==> src/common/osc_ctrl_pkg.sv <==
// Package: offsets, field layout, reset values and types of the oscillator control block
package osc_ctrl_pkg;

   // ----------------------------------------------------------------
   // Bus map
   // ----------------------------------------------------------------
   localparam int unsigned DECODE_W = 12;
   localparam logic [DECODE_W-1:0] CTRL_OFFSET = 12'h000;
   localparam logic [DECODE_W-1:0] STATUS_OFFSET = 12'h004;
   localparam logic [1:0] HTRANS_IDLE = 2'h0;
   localparam logic [1:0] HRESP_OKAY = 2'h0;

   // ----------------------------------------------------------------
   // Control register layout
   // ----------------------------------------------------------------
   localparam int unsigned BIT_DIV_BYPASS = 0;
   localparam int unsigned BIT_MAIN_EXT = 1;
   localparam int unsigned BIT_SUB_EXT = 2;
   localparam int unsigned BIT_PART_FIX = 3;
   localparam int unsigned BIT_FIX_ZERO = 4;
   localparam int unsigned BIT_PRESC_INIT = 7;
   localparam logic [7:0] CTRL_RESET = 8'h00;
   localparam logic [7:0] KEY_PATTERN = 8'h55;
   localparam logic [7:0] UPPER_MASK = 8'hF8;

   // ----------------------------------------------------------------
   // Status register layout
   // ----------------------------------------------------------------
   localparam int unsigned STAT_ARMED = 0;
   localparam int unsigned STAT_SEQ_ERR = 1;
   localparam int unsigned STAT_CNT_LSB = 8;

   // ----------------------------------------------------------------
   // Counts
   // ----------------------------------------------------------------
   localparam int unsigned PRESC_W_DEFAULT = 8;
   localparam logic [1:0] STRAP_SETTLE = 2'h3;

   // ----------------------------------------------------------------
   // Types
   // ----------------------------------------------------------------
   typedef enum logic [1:0] {
      KEY_IDLE = 2'b01,
      KEY_ARMED = 2'b10
   } key_state_t;

   typedef struct packed {
      logic fix_zero;
      logic part_fix;
      logic sub_ext;
      logic main_ext;
      logic div_bypass;
   } clk_cfg_t;

   typedef struct packed {
      logic main_osc_enable;
      logic sub_osc_enable;
      logic main_stop_wdt_wait;
      logic sub_stop_wdt_wait;
      logic sub_oscillator_shared_pin_gpio;
   } osc_steer_t;

endpackage : osc_ctrl_pkg

==> src/rtl/clock_prescaler.sv <==
// Clock prescaler: halves or passes the main clock as an enable and counts its ticks
`timescale 1ns/1ps
module clock_prescaler #(
   parameter int unsigned CNT_W = osc_ctrl_pkg::PRESC_W_DEFAULT
) (
   // Clock and reset
   input wire logic hclk,
   input wire logic hresetn,
   // Control
   input wire logic div_bypass,
   input wire logic init,
   // Results
   output logic main_clk_en,
   output logic [CNT_W-1:0] count
);
   import osc_ctrl_pkg::*;

   typedef struct packed {
      logic phase;
      logic en;
      logic [CNT_W-1:0] count;
   } presc_state_t;

   presc_state_t state_reg;
   presc_state_t state_next;

   // ----------------------------------------------------------------
   // Next state
   // ----------------------------------------------------------------
   always_comb begin
      state_next = state_reg;
      if (init) begin
         // Restart from a known phase so both rates line up after init
         state_next.phase = 1'b0;
         state_next.en = 1'b0;
         state_next.count = '0;
      end else begin
         state_next.phase = ~state_reg.phase;
         state_next.en = div_bypass | state_reg.phase;
         if (state_reg.en) begin
            state_next.count = state_reg.count + 1'b1;
         end
      end
   end

   always_ff @(posedge hclk or negedge hresetn) begin
      if (!hresetn) begin
         state_reg <= '0;
      end else begin
         state_reg <= state_next;
      end
   end

   assign main_clk_en = state_reg.en;
   assign count = state_reg.count;

endmodule : clock_prescaler

==> src/rtl/osc_ctrl_top.sv <==
// Oscillator control register with keyed update, AHB-Lite slave and prescaler
//
// Overview of operation
// RULE1 - bit0 zero halves main clock, one passes
// RULE2 - bit1 picks external main clock, skips wait
// RULE3 - bit2 picks external sub clock, frees pin
// RULE4 - writing one to bit7 initialises prescaler; here only an unkeyed write does, a write while armed is dropped
// RULE5 - update needs key write then data write
// RULE6 - bit3 resets per part type, software clears
// RULE7 - software keeps bit4 zero except key write
// RULE8 - bits 5 and 6 ignore writes; here a keyed write with either set is dropped and flags a sequence error, except the key byte, which re-arms
`timescale 1ns/1ps
module osc_ctrl_top #(
   parameter int unsigned PRESC_W = osc_ctrl_pkg::PRESC_W_DEFAULT
) (
   // Clock and reset
   input wire logic hclk,
   input wire logic hresetn,
   // AHB-Lite slave
   input wire logic hsel,
   input wire logic [31:0] haddr,
   input wire logic [1:0] htrans,
   input wire logic hwrite,
   input wire logic [2:0] hsize,
   input wire logic [31:0] hwdata,
   input wire logic hready,
   output logic [31:0] hrdata,
   output logic hreadyout,
   output logic [1:0] hresp,
   // Part type strap, high on programmable parts
   input wire logic otp_part_strap,
   // Oscillator and pin steering
   output osc_ctrl_pkg::clk_cfg_t clk_cfg,
   output osc_ctrl_pkg::osc_steer_t osc_steer,
   // Prescaler
   output logic prescaler_init,
   output logic main_clk_en,
   output logic [PRESC_W-1:0] prescaler_count
);
   import osc_ctrl_pkg::*;

   // ----------------------------------------------------------------
   // State
   // ----------------------------------------------------------------
   typedef struct packed {
      key_state_t key;
      clk_cfg_t cfg;
      logic seq_error;
      logic [2:0] strap_sync;
      logic [1:0] strap_cnt;
      logic strap_done;
      logic dp_valid;
      logic dp_write;
      logic dp_ctrl;
      logic dp_status;
      logic rd_wait;
      logic ready;
      logic [31:0] rdata;
      logic presc_init;
   } top_state_t;

   top_state_t state_reg;
   top_state_t state_next;

   logic [PRESC_W-1:0] presc_count;
   logic presc_en;

   // ----------------------------------------------------------------
   // Helpers
   // ----------------------------------------------------------------
   function automatic logic addr_hit(input logic [31:0] addr, input logic [DECODE_W-1:0] offset);
      addr_hit = (addr[DECODE_W-1:2] == offset[DECODE_W-1:2]);
   endfunction : addr_hit

   // Bits 5 and 6 and the trigger bit always read back as zero
   function automatic logic [7:0] ctrl_view(input clk_cfg_t cfg);
      logic [7:0] v;
      v = 8'h00;
      v[BIT_DIV_BYPASS] = cfg.div_bypass;
      v[BIT_MAIN_EXT] = cfg.main_ext;
      v[BIT_SUB_EXT] = cfg.sub_ext;
      v[BIT_PART_FIX] = cfg.part_fix;
      v[BIT_FIX_ZERO] = cfg.fix_zero;
      ctrl_view = v;
   endfunction : ctrl_view

   // ----------------------------------------------------------------
   // Prescaler
   // ----------------------------------------------------------------
   clock_prescaler #(
      .CNT_W(PRESC_W)
   ) u_prescaler (
      .hclk(hclk),
      .hresetn(hresetn),
      .div_bypass(state_reg.cfg.div_bypass), // RULE1
      .init(state_reg.presc_init), // RULE4
      .main_clk_en(presc_en),
      .count(presc_count)
   );

   // ----------------------------------------------------------------
   // Next state
   // ----------------------------------------------------------------
   logic accept;
   logic dp_done;
   logic [7:0] wbyte;
   logic [31:0] status_word;

   always_comb begin
      state_next = state_reg;
      accept = hsel && htrans[1] && hready;
      dp_done = state_reg.dp_valid && state_reg.ready;
      wbyte = hwdata[7:0];
      status_word = 32'h0000_0000;
      status_word[STAT_ARMED] = (state_reg.key == KEY_ARMED);
      status_word[STAT_SEQ_ERR] = state_reg.seq_error;
      status_word[STAT_CNT_LSB +: PRESC_W] = presc_count;

      // Trigger bit is a one-cycle pulse, never stored
      state_next.presc_init = 1'b0;

      // Strap passes three flops; the count runs from release, and capture waits for the last two to agree
      state_next.strap_sync = {state_reg.strap_sync[1:0], otp_part_strap};
      if (state_reg.strap_cnt != STRAP_SETTLE) begin
         state_next.strap_cnt = state_reg.strap_cnt + 1'b1;
      end

      // Caught once after release so reset itself stays constant
      if (!state_reg.strap_done && state_reg.strap_cnt == STRAP_SETTLE
          && state_reg.strap_sync[1] == state_reg.strap_sync[2]) begin
         state_next.strap_done = 1'b1;
         state_next.cfg.part_fix = state_reg.strap_sync[2]; // RULE6
      end

      // Address phase
      if (hready) begin
         state_next.dp_valid = accept;
         state_next.dp_write = hwrite;
         state_next.dp_ctrl = addr_hit(haddr, CTRL_OFFSET);
         state_next.dp_status = addr_hit(haddr, STATUS_OFFSET);
      end

      // Reads take one wait state so the data reflects the write just before
      if (accept && !hwrite) begin
         state_next.ready = 1'b0;
         state_next.rd_wait = 1'b1;
      end
      if (state_reg.rd_wait) begin
         state_next.rd_wait = 1'b0;
         state_next.ready = 1'b1;
         if (state_reg.dp_ctrl) begin
            state_next.rdata = {24'h00_0000, ctrl_view(state_reg.cfg)}; // RULE8
         end else if (state_reg.dp_status) begin
            state_next.rdata = status_word;
         end else begin
            state_next.rdata = 32'h0000_0000;
         end
      end

      // Data phase of a finished transfer
      if (dp_done) begin
         if (state_reg.dp_write && state_reg.dp_ctrl) begin
            case (state_reg.key)
               KEY_IDLE: begin
                  if (wbyte == KEY_PATTERN) begin
                     // Key byte carries bit4 high but is not stored
                     state_next.key = KEY_ARMED; // RULE5 RULE7
                  end else begin
                     // Unkeyed write reaches only bits 3, 4 and the trigger
                     state_next.cfg.part_fix = wbyte[BIT_PART_FIX]; // RULE6
                     state_next.cfg.fix_zero = wbyte[BIT_FIX_ZERO]; // RULE7
                     state_next.presc_init = wbyte[BIT_PRESC_INIT]; // RULE4
                  end
               end
               KEY_ARMED: begin
                  if ((wbyte & UPPER_MASK) == 8'h00) begin
                     state_next.cfg.div_bypass = wbyte[BIT_DIV_BYPASS]; // RULE1
                     state_next.cfg.main_ext = wbyte[BIT_MAIN_EXT]; // RULE2
                     state_next.cfg.sub_ext = wbyte[BIT_SUB_EXT]; // RULE3
                     state_next.cfg.part_fix = 1'b0; // RULE6
                     state_next.cfg.fix_zero = 1'b0; // RULE7
                     state_next.key = KEY_IDLE; // RULE5
                  end else if (wbyte == KEY_PATTERN) begin
                     state_next.key = KEY_ARMED; // RULE5
                  end else begin
                     state_next.key = KEY_IDLE; // RULE5
                     state_next.seq_error = 1'b1;
                  end
               end
               default: begin
                  state_next.key = KEY_IDLE;
               end
            endcase
         end else begin
            if (state_reg.dp_write && state_reg.dp_status && hwdata[STAT_SEQ_ERR]) begin
               state_next.seq_error = 1'b0;
            end
            // Any other transfer breaks the keyed pair; the set beats the clear
            if (state_reg.key == KEY_ARMED) begin
               state_next.key = KEY_IDLE; // RULE5
               state_next.seq_error = 1'b1;
            end
         end
      end
   end

   // ----------------------------------------------------------------
   // Registers
   // ----------------------------------------------------------------
   always_ff @(posedge hclk or negedge hresetn) begin
      if (!hresetn) begin
         state_reg.key <= KEY_IDLE;
         state_reg.cfg <= clk_cfg_t'(CTRL_RESET[4:0]);
         state_reg.seq_error <= 1'b0;
         state_reg.strap_sync <= 3'h0;
         state_reg.strap_cnt <= 2'h0;
         state_reg.strap_done <= 1'b0;
         state_reg.dp_valid <= 1'b0;
         state_reg.dp_write <= 1'b0;
         state_reg.dp_ctrl <= 1'b0;
         state_reg.dp_status <= 1'b0;
         state_reg.rd_wait <= 1'b0;
         state_reg.ready <= 1'b1;
         state_reg.rdata <= 32'h0000_0000;
         state_reg.presc_init <= 1'b0;
      end else begin
         state_reg <= state_next;
      end
   end

   // ----------------------------------------------------------------
   // Outputs
   // ----------------------------------------------------------------
   assign hrdata = state_reg.rdata;
   assign hreadyout = state_reg.ready;
   assign hresp = HRESP_OKAY;

   assign clk_cfg = state_reg.cfg;
   assign osc_steer.main_osc_enable = ~state_reg.cfg.main_ext; // RULE2
   assign osc_steer.main_stop_wdt_wait = ~state_reg.cfg.main_ext; // RULE2
   assign osc_steer.sub_osc_enable = ~state_reg.cfg.sub_ext; // RULE3
   assign osc_steer.sub_stop_wdt_wait = ~state_reg.cfg.sub_ext; // RULE3
   assign osc_steer.sub_oscillator_shared_pin_gpio = state_reg.cfg.sub_ext; // RULE3

   assign prescaler_init = state_reg.presc_init; // RULE4
   assign main_clk_en = presc_en; // RULE1
   assign prescaler_count = presc_count;

endmodule : osc_ctrl_top
==> config.mk <==
export PLATFORM = sky130hd
export DESIGN_NAME = osc_ctrl_top
export DESIGN_NICKNAME = d
export VERILOG_FILES = /design/src/common/osc_ctrl_pkg.sv /design/src/rtl/clock_prescaler.sv /design/src/rtl/osc_ctrl_top.sv
export SDC_FILE = /design/constraint.sdc
export NUM_CORES = 1
export LEC_CHECK = 0
export ABC_AREA = 0
export BUFFER_PORTS_ARGS = -buffer_cell sky130_fd_sc_hd__buf_2
export CORE_MARGIN = 3
export CORE_UTILIZATION = 40
export CTS_CLUSTER_DIAMETER = 80
export DETAILED_ROUTE_END_ITERATION = 6
export PLACE_DENSITY = 0.76
export SLEW_MARGIN = 20
export SYNTH_ARGS = -nofsm -noshare
export SYNTH_HDL_FRONTEND = slang
export SYNTH_HIERARCHICAL = 1
export SYNTH_SLANG_ARGS = --single-unit
==> constraint.sdc <==
create_clock -name hclk -period 1.5 [get_ports hclk]
set_clock_uncertainty 0.15 [all_clocks]
set_input_delay 0.45 -clock hclk [delete_from_list [all_inputs] [get_ports hclk]]
set_output_delay 0.45 -clock hclk [all_outputs]
set_load 0.1 [all_outputs]
==> impl_metrics.env, run 1 <==
export IMPL_cts_buffers=5
export IMPL_finalHoldViolCount=0
export IMPL_period_share_pct=119.4
export IMPL_use_met3_pct=3.075
export IMPL_power_frac_clock_pct=16.8
export IMPL_violations="negative setup slack"
export IMPL_antenna_found_initial=0
export IMPL_final_net_count=417
export IMPL_synth_top_area_cell="dfrtp_1"
export IMPL_yosys_top_cells_area="dfrtp_1 45%, buf_4 16%, inv_1 3.0%, nor2_1 2.9%, o22ai_1 2.7%"
export IMPL_clock_sinks=44
export IMPL_switching_share_pct=44.00
export IMPL_tns_ns=-3.747
export IMPL_vdd_drop_max_v=0.0009420
export IMPL_grt_pass1_wl_mm=10.06
export IMPL_wire_per_inst_um=15.95
export IMPL_grt_start_max_net_pins=45
export IMPL_busiest_layer="met2"
export IMPL_die_w_um=82.81
export IMPL_yosysWarnings=6
export IMPL_rows=27
export IMPL_slowest_stage="dfstp_4"
export IMPL_rsz0062_at_grt="yes"
export IMPL_synth_most_common_cell="buf_4"
export IMPL_area_growth_pct=60.76
export IMPL_drc=0
export IMPL_num_antenna_cells=0
export IMPL_via_per_inst=5.046
export IMPL_drt_iter0_drc=195
export IMPL_worstHoldStart="otp_part_strap"
export IMPL_path_cells="buf_6 > buf_12"
export IMPL_grt_pass1_vias=2050
export IMPL_worstPathMaxFanout=2
export IMPL_worst_path_stages=2
export IMPL_comb_power_share_pct=53.3
export IMPL_reg2regPathDepth=6
export IMPL_gp_congestion=0.8535
export IMPL_synth_common_cells="50 x buf_4, 42 x dfrtp_1, 19 x inv_1"
export IMPL_start_util_pct=42.08
export IMPL_worst_setup_path_start_kind="flop"
export IMPL_synth_cell_types=44
export IMPL_power_uw=4791
export IMPL_use_met2_pct=31.85
export IMPL_crit_path_end_kind="output port"
export IMPL_postRouteAntennaNets=0
export IMPL_crit_required_ns=0.90
export IMPL_dp_cells=365
export IMPL_synth_cells=242
export IMPL_async_reset_ff_share_pct=100.0
export IMPL_clkTransAtPathRegs_ns=0.07
export IMPL_min_path_type="primary input to flop"
export IMPL_htreeDepth=2
export IMPL_clk_latency_ns=0.31
export IMPL_largest_reg_flops=13
export IMPL_path_delay_family="flip-flops"
export IMPL_portBuffers=58
export IMPL_drive_above_1_share_pct=52.80
export IMPL_cp_buffers_inverters=2
export IMPL_rr_endpoint="clk_cfg[4]"
export IMPL_drv_slew=0
export IMPL_core_sq_mm=0.005608
export IMPL_grt_use_total_pct=18.05
export IMPL_synth_edf_count=0
export IMPL_root_buffer="clkbuf_8"
export IMPL_cts_tree="yes"
export IMPL_avgSynthCellArea_sq_um=9.751
export IMPL_grtUsageMet1_pct=20.96
export IMPL_outcome="complete, but fails checks"
export IMPL_wl_mm=6.555
export IMPL_power_switching_uw=2108
export IMPL_slowest_delay_ns=0.63
export IMPL_final_setup_worst_slack_ns=-0.2910
export IMPL_setup_violations=38
export IMPL_cp_arrival_ns=1.19
export IMPL_die_y_um=82.81
export IMPL_fin_cells=411
export IMPL_ys_seq_elements=44
export IMPL_ios=130
export IMPL_p_int_uw=2683
export IMPL_endpoint="hreadyout"
export IMPL_reg2reg_slack_ns=-0.27
export IMPL_dieArea_sq_mm=0.006857
export IMPL_maxCapViolCount=0
export IMPL_worstReg2RegStart="hreadyout"
export IMPL_synth_flop_cell="dfrtp_1"
export IMPL_synth_top_area_share_pct=44.54
export IMPL_power_frac_seq_pct=29.9
export IMPL_p_per_area_mw_per_mm2=1263
export IMPL_post_dp_hpwl_mm=3.939
export IMPL_grt_ovfl_total=0
export IMPL_vias=2074
export IMPL_timing_fmax_mhz=558.3
export IMPL_crit_start="hreadyout"
export IMPL_crit_type="flop to output port"
export IMPL_synth_area_sq_mm=0.002360
export IMPL_first_pass_iters=6
export IMPL_period_needed_ns=1.791
export IMPL_cts_buffer_depth=2
export IMPL_final_core_util_pct=67.65
export IMPL_power_leakage_uw=0.001686
export IMPL_yosysSeqAreaShare_pct=46.77
## stage by stage
stage | area, sq um | setup WS (ns) | hold WS (ns)
after floorplan | 2499 | -0.3239 | 0.004409
after global placement | 3206 | -0.3392 | 0.1838
after detailed placement | 3206 | -0.3471 | 0.1998
after CTS | 3638 | -0.2741 | 0.1146
after global routing | 3794 | -0.3515 | 0.1011
final | 3794 | -0.2910 | 0.1048
## cells by family (layout without fill, tap and decap cells)
logic type,count (synthesis),count (layout),share of synthesized area (%)
buf+inv,75,152,19.99
compound gates,42,42,10.82
other cells,1,21,0.1589
xor+xnor,6,6,2.227
fa+ha+maj,4,4,2.121
flops,44,44,46.77
mux,7,7,3.287
simple gates,63,63,14.63
## final cells by class
| type | instances | area (sq um) |
|---|---|---|
| Clock buffer | 6 | 82.58 |
| Clock inverter | 2 | 15.01 |
| Fill cell | 371 | 1814 |
| Inverter | 19 | 78.83 |
| Multi-Input combinational cell | 143 | 1033 |
| Sequential cell | 44 | 1122 |
| Tap cell | 72 | 90.09 |
| Timing Repair Buffer | 125 | 1371 |
## how the worst min path moves through the flow
stage | to | slack (ns) | depth (start not counted)
finish | state_next[43] | 0.10 | 1
global route | state_next[43] | 0.10 | 1
CTS | state_next[43] | 0.11 | 1
detailed placement | state_next[44] | 0.20 | 0
global placement | state_next[44] | 0.18 | 0
floorplan | clk_cfg[0] | 0.004 | 0
## placed cells by master, fill, tap and decap left out, types with 3 or more instances in the layout
cell	count
mux2_4	3
a21oi_1	7
o21ai_0	8
xor2_1	3
nor2_1	17
nand3_1	6
dfrtp_2	6
buf_6	14
clkinvlp_4	4
nand2_1	13
buf_2	24
ha_4	3
buf_12	35
conb_1	21
inv_1	15
dfrtp_1	34
a21oi_2	3
o22ai_1	10
mux2_2	3
xnor2_1	3
buf_4	51
nand4_1	3
clkbuf_8	6
## per-layer routing
| metal | part of all wire (%) | vias up |
|---|---|---|
| li1 | - | 940 |
| met4 | 2.7 | 0 |
| met3 | 7.1 | 20 |
| met5 | 0 | - |
| met1 | 38 | 998 |
| met2 | 52 | 116 |
## power groups by stage
stage | clock network (uW) | logic, uW | registers, uW
2_1_floorplan | 0 | 1360 | 1490
3_3_place_gp | 0 | 1960 | 1470
3_5_place_dp | 0 | 1990 | 1480
4_1_cts | 784 | 2320 | 1420
5_1_grt | 855 | 2640 | 1450
6_report | 804 | 2550 | 1430
## timing repair
| item | 4_1_cts | 5_1_grt |
|---|---|---|
| endpoints found under the setup margin | 33 | 45 |
| pin swaps | 6 | 5 |
| hold buffers | 1 | 0 |
| resized for setup | 34 | 15 |
| endpoints found under the hold margin | 42 | 0 |
| setup buffers | 25 | 12 |
Power figures use the tool's default switching activity.
==> inputs of run 2 (changes only) <==
Settings changed: CORE_MARGIN 3 to 2.
==> run 2 against run 1 <==
  * The run still ends with negative setup slack left
  * Utilization increased by 0.49 points
  * Largest cell class unchanged
  * Cell count increased by 0.97%
  * Critical path type unchanged
  * Non-clock buffer count increased by 4
  * Sequential share of layout area decreased by 0.18 points
  * Largest power group unchanged
==> impl_metrics.env, run 2 (synthesis gave the netlist of run 1 again) <==
export IMPL_post_dp_hpwl_mm=4.062
export IMPL_cts_buffer_depth=2
export IMPL_power_switching_uw=2102
export IMPL_drc=0
export IMPL_cts_tree="yes"
export IMPL_switching_share_pct=43.41
export IMPL_met1Wirelength_mm=2.689
export IMPL_rr_endpoint="clk_cfg[4]"
export IMPL_worstReg2RegStart="hreadyout"
export IMPL_final_common_cell="buf_4"
export IMPL_area_growth_pct=61.93
export IMPL_power_frac_clock_pct=18.8
export IMPL_wl_met2_mm=3.850
export IMPL_vias=2127
export IMPL_clock_sinks=44
export IMPL_comb_power_share_pct=51.3
export IMPL_min_path_type="primary input to flop"
export IMPL_drt_iter0_drc=264
export IMPL_first_pass_iters=5
export IMPL_endpoint="hreadyout"
export IMPL_period_share_pct=119.7
export IMPL_clkTransAtPathRegs_ns=0.07
export IMPL_crit_start="hreadyout"
export IMPL_reg2reg_slack_ns=-0.25
export IMPL_drv_slew=0
export IMPL_final_cell_mix="54 x buf_4, 35 x buf_12, 33 x dfrtp_1"
export IMPL_htreeDepth=2
export IMPL_period_needed_ns=1.796
export IMPL_final_net_count=421
export IMPL_via_per_inst=5.125
export IMPL_postRouteAntennaNets=0
export IMPL_top_layer_used="met4"
export IMPL_wl_mm=7.383
export IMPL_worst_setup_path_start_kind="flop"
export IMPL_crit_path_end_kind="output port"
export IMPL_wire_per_inst_um=17.79
export IMPL_power_uw=4842
export IMPL_drive_above_1_share_pct=52.48
export IMPL_grt_pass1_vias=2089
export IMPL_vdd_drop_max_v=0.001137
export IMPL_crit_type="flop to output port"
export IMPL_grt_pass1_wl_mm=10.14
export IMPL_core_sq_mm=0.005608
export IMPL_tns_ns=-4.265
export IMPL_reg2regPathDepth=6
export IMPL_die_w_um=80.81
export IMPL_timing_fmax_mhz=556.9
export IMPL_p_int_uw=2740
export IMPL_grt_ovfl_total=0
export IMPL_dieArea_sq_mm=0.006529
export IMPL_crit_required_ns=0.90
export IMPL_gp_congestion=0.8875
export IMPL_largest_reg_flops=13
export IMPL_violations="negative setup slack"
export IMPL_outcome="complete, but fails checks"
export IMPL_power_leakage_uw=0.001708
export IMPL_die_y_um=80.81
export IMPL_grt_start_max_net_pins=27
export IMPL_antenna_found_initial=0
export IMPL_num_antenna_cells=0
export IMPL_start_util_pct=42.08
export IMPL_cp_arrival_ns=1.20
export IMPL_clk_latency_ns=0.31
export IMPL_portBuffers=58
export IMPL_ios=130
export IMPL_setup_violations=41
export IMPL_power_frac_seq_pct=29.9
export IMPL_root_buffer="clkbuf_8"
export IMPL_rsz0062_at_grt="yes"
export IMPL_grt_use_total_pct=20.70
export IMPL_wl_met3_um=580
export IMPL_finalHoldViolCount=0
export IMPL_rows=27
export IMPL_final_setup_worst_slack_ns=-0.2955
export IMPL_maxCapViolCount=0
export IMPL_worstPathMaxFanout=2
export IMPL_cts_buffers=5
export IMPL_p_per_area_mw_per_mm2=1267
[run 2: area by class of cell]
type / instances / area [sq um]
Inverter: 19 / 78.83
Tap cell: 72 / 90.09
Timing Repair Buffer: 129 / 1405
Fill cell: 375 / 1787
Multi-Input combinational cell: 143 / 1016
Sequential cell: 44 / 1124
Clock buffer: 6 / 72.57
Clock inverter: 2 / 35.03
[run 2: timing repair]
| action | CTS | global route |
|---|---|---|
| buffers inserted | 28 | 11 |
| setup endpoints to repair | 41 | 47 |
| endpoints found under the hold margin | 11 | 0 |
| gates resized for setup | 28 | 19 |
| pin swaps | 8 | 10 |
| hold buffers | 1 | 0 |
[run 2: worst max-delay path, stage by stage, from the launching register on]
cell	delay (ns)
dfstp_4	0.62
buf_6	0.11
buf_12	0.16
[run 2: stage by stage]
step	area, sq um	std cells	util (%)	setup WS [ns]	hold WS [ns]
after CTS	3654	404	65.15	-0.2943	0.09589
after global placement	3221	367	57.43	-0.3517	0.1841
final	3821	415	68.14	-0.2955	0.1044
after detailed placement	3221	367	57.43	-0.3608	0.1918
after floorplan	2499	262	-	-0.3239	0.004409
after global routing	3821	415	68.14	-0.3221	0.09297
[run 2: power groups by stage]
stage	registers (uW)	clock network [uW]	logic (uW)
6_report	1450	912	2480
5_1_grt	1450	976	2560
4_1_cts	1430	916	2290
3_5_place_dp	1470	0	1990
3_3_place_gp	1460	0	1960
2_1_floorplan	1490	0	1360
[run 2: worst min path at each step]
| stage | startpoint | endpoint | slack [ns] | cells past startpoint |
|---|---|---|---|---|
| detailed placement | state_next[43] | state_next[44] | 0.19 | 0 |
| floorplan | hresetn | clk_cfg[0] | 0.004 | 0 |
| finish | otp_part_strap | state_next[43] | 0.10 | 1 |
| CTS | otp_part_strap | state_next[43] | 0.1 | 1 |
| global placement | state_next[43] | state_next[44] | 0.18 | 0 |
| global route | otp_part_strap | state_next[43] | 0.09 | 1 |
[run 2: metal layers]
metal	track usage [%]	vias up
li1	-	947
met1	24.64	1022
met2	36.03	135
met3	3.889	23
met4	9.831	0
met5	0	-
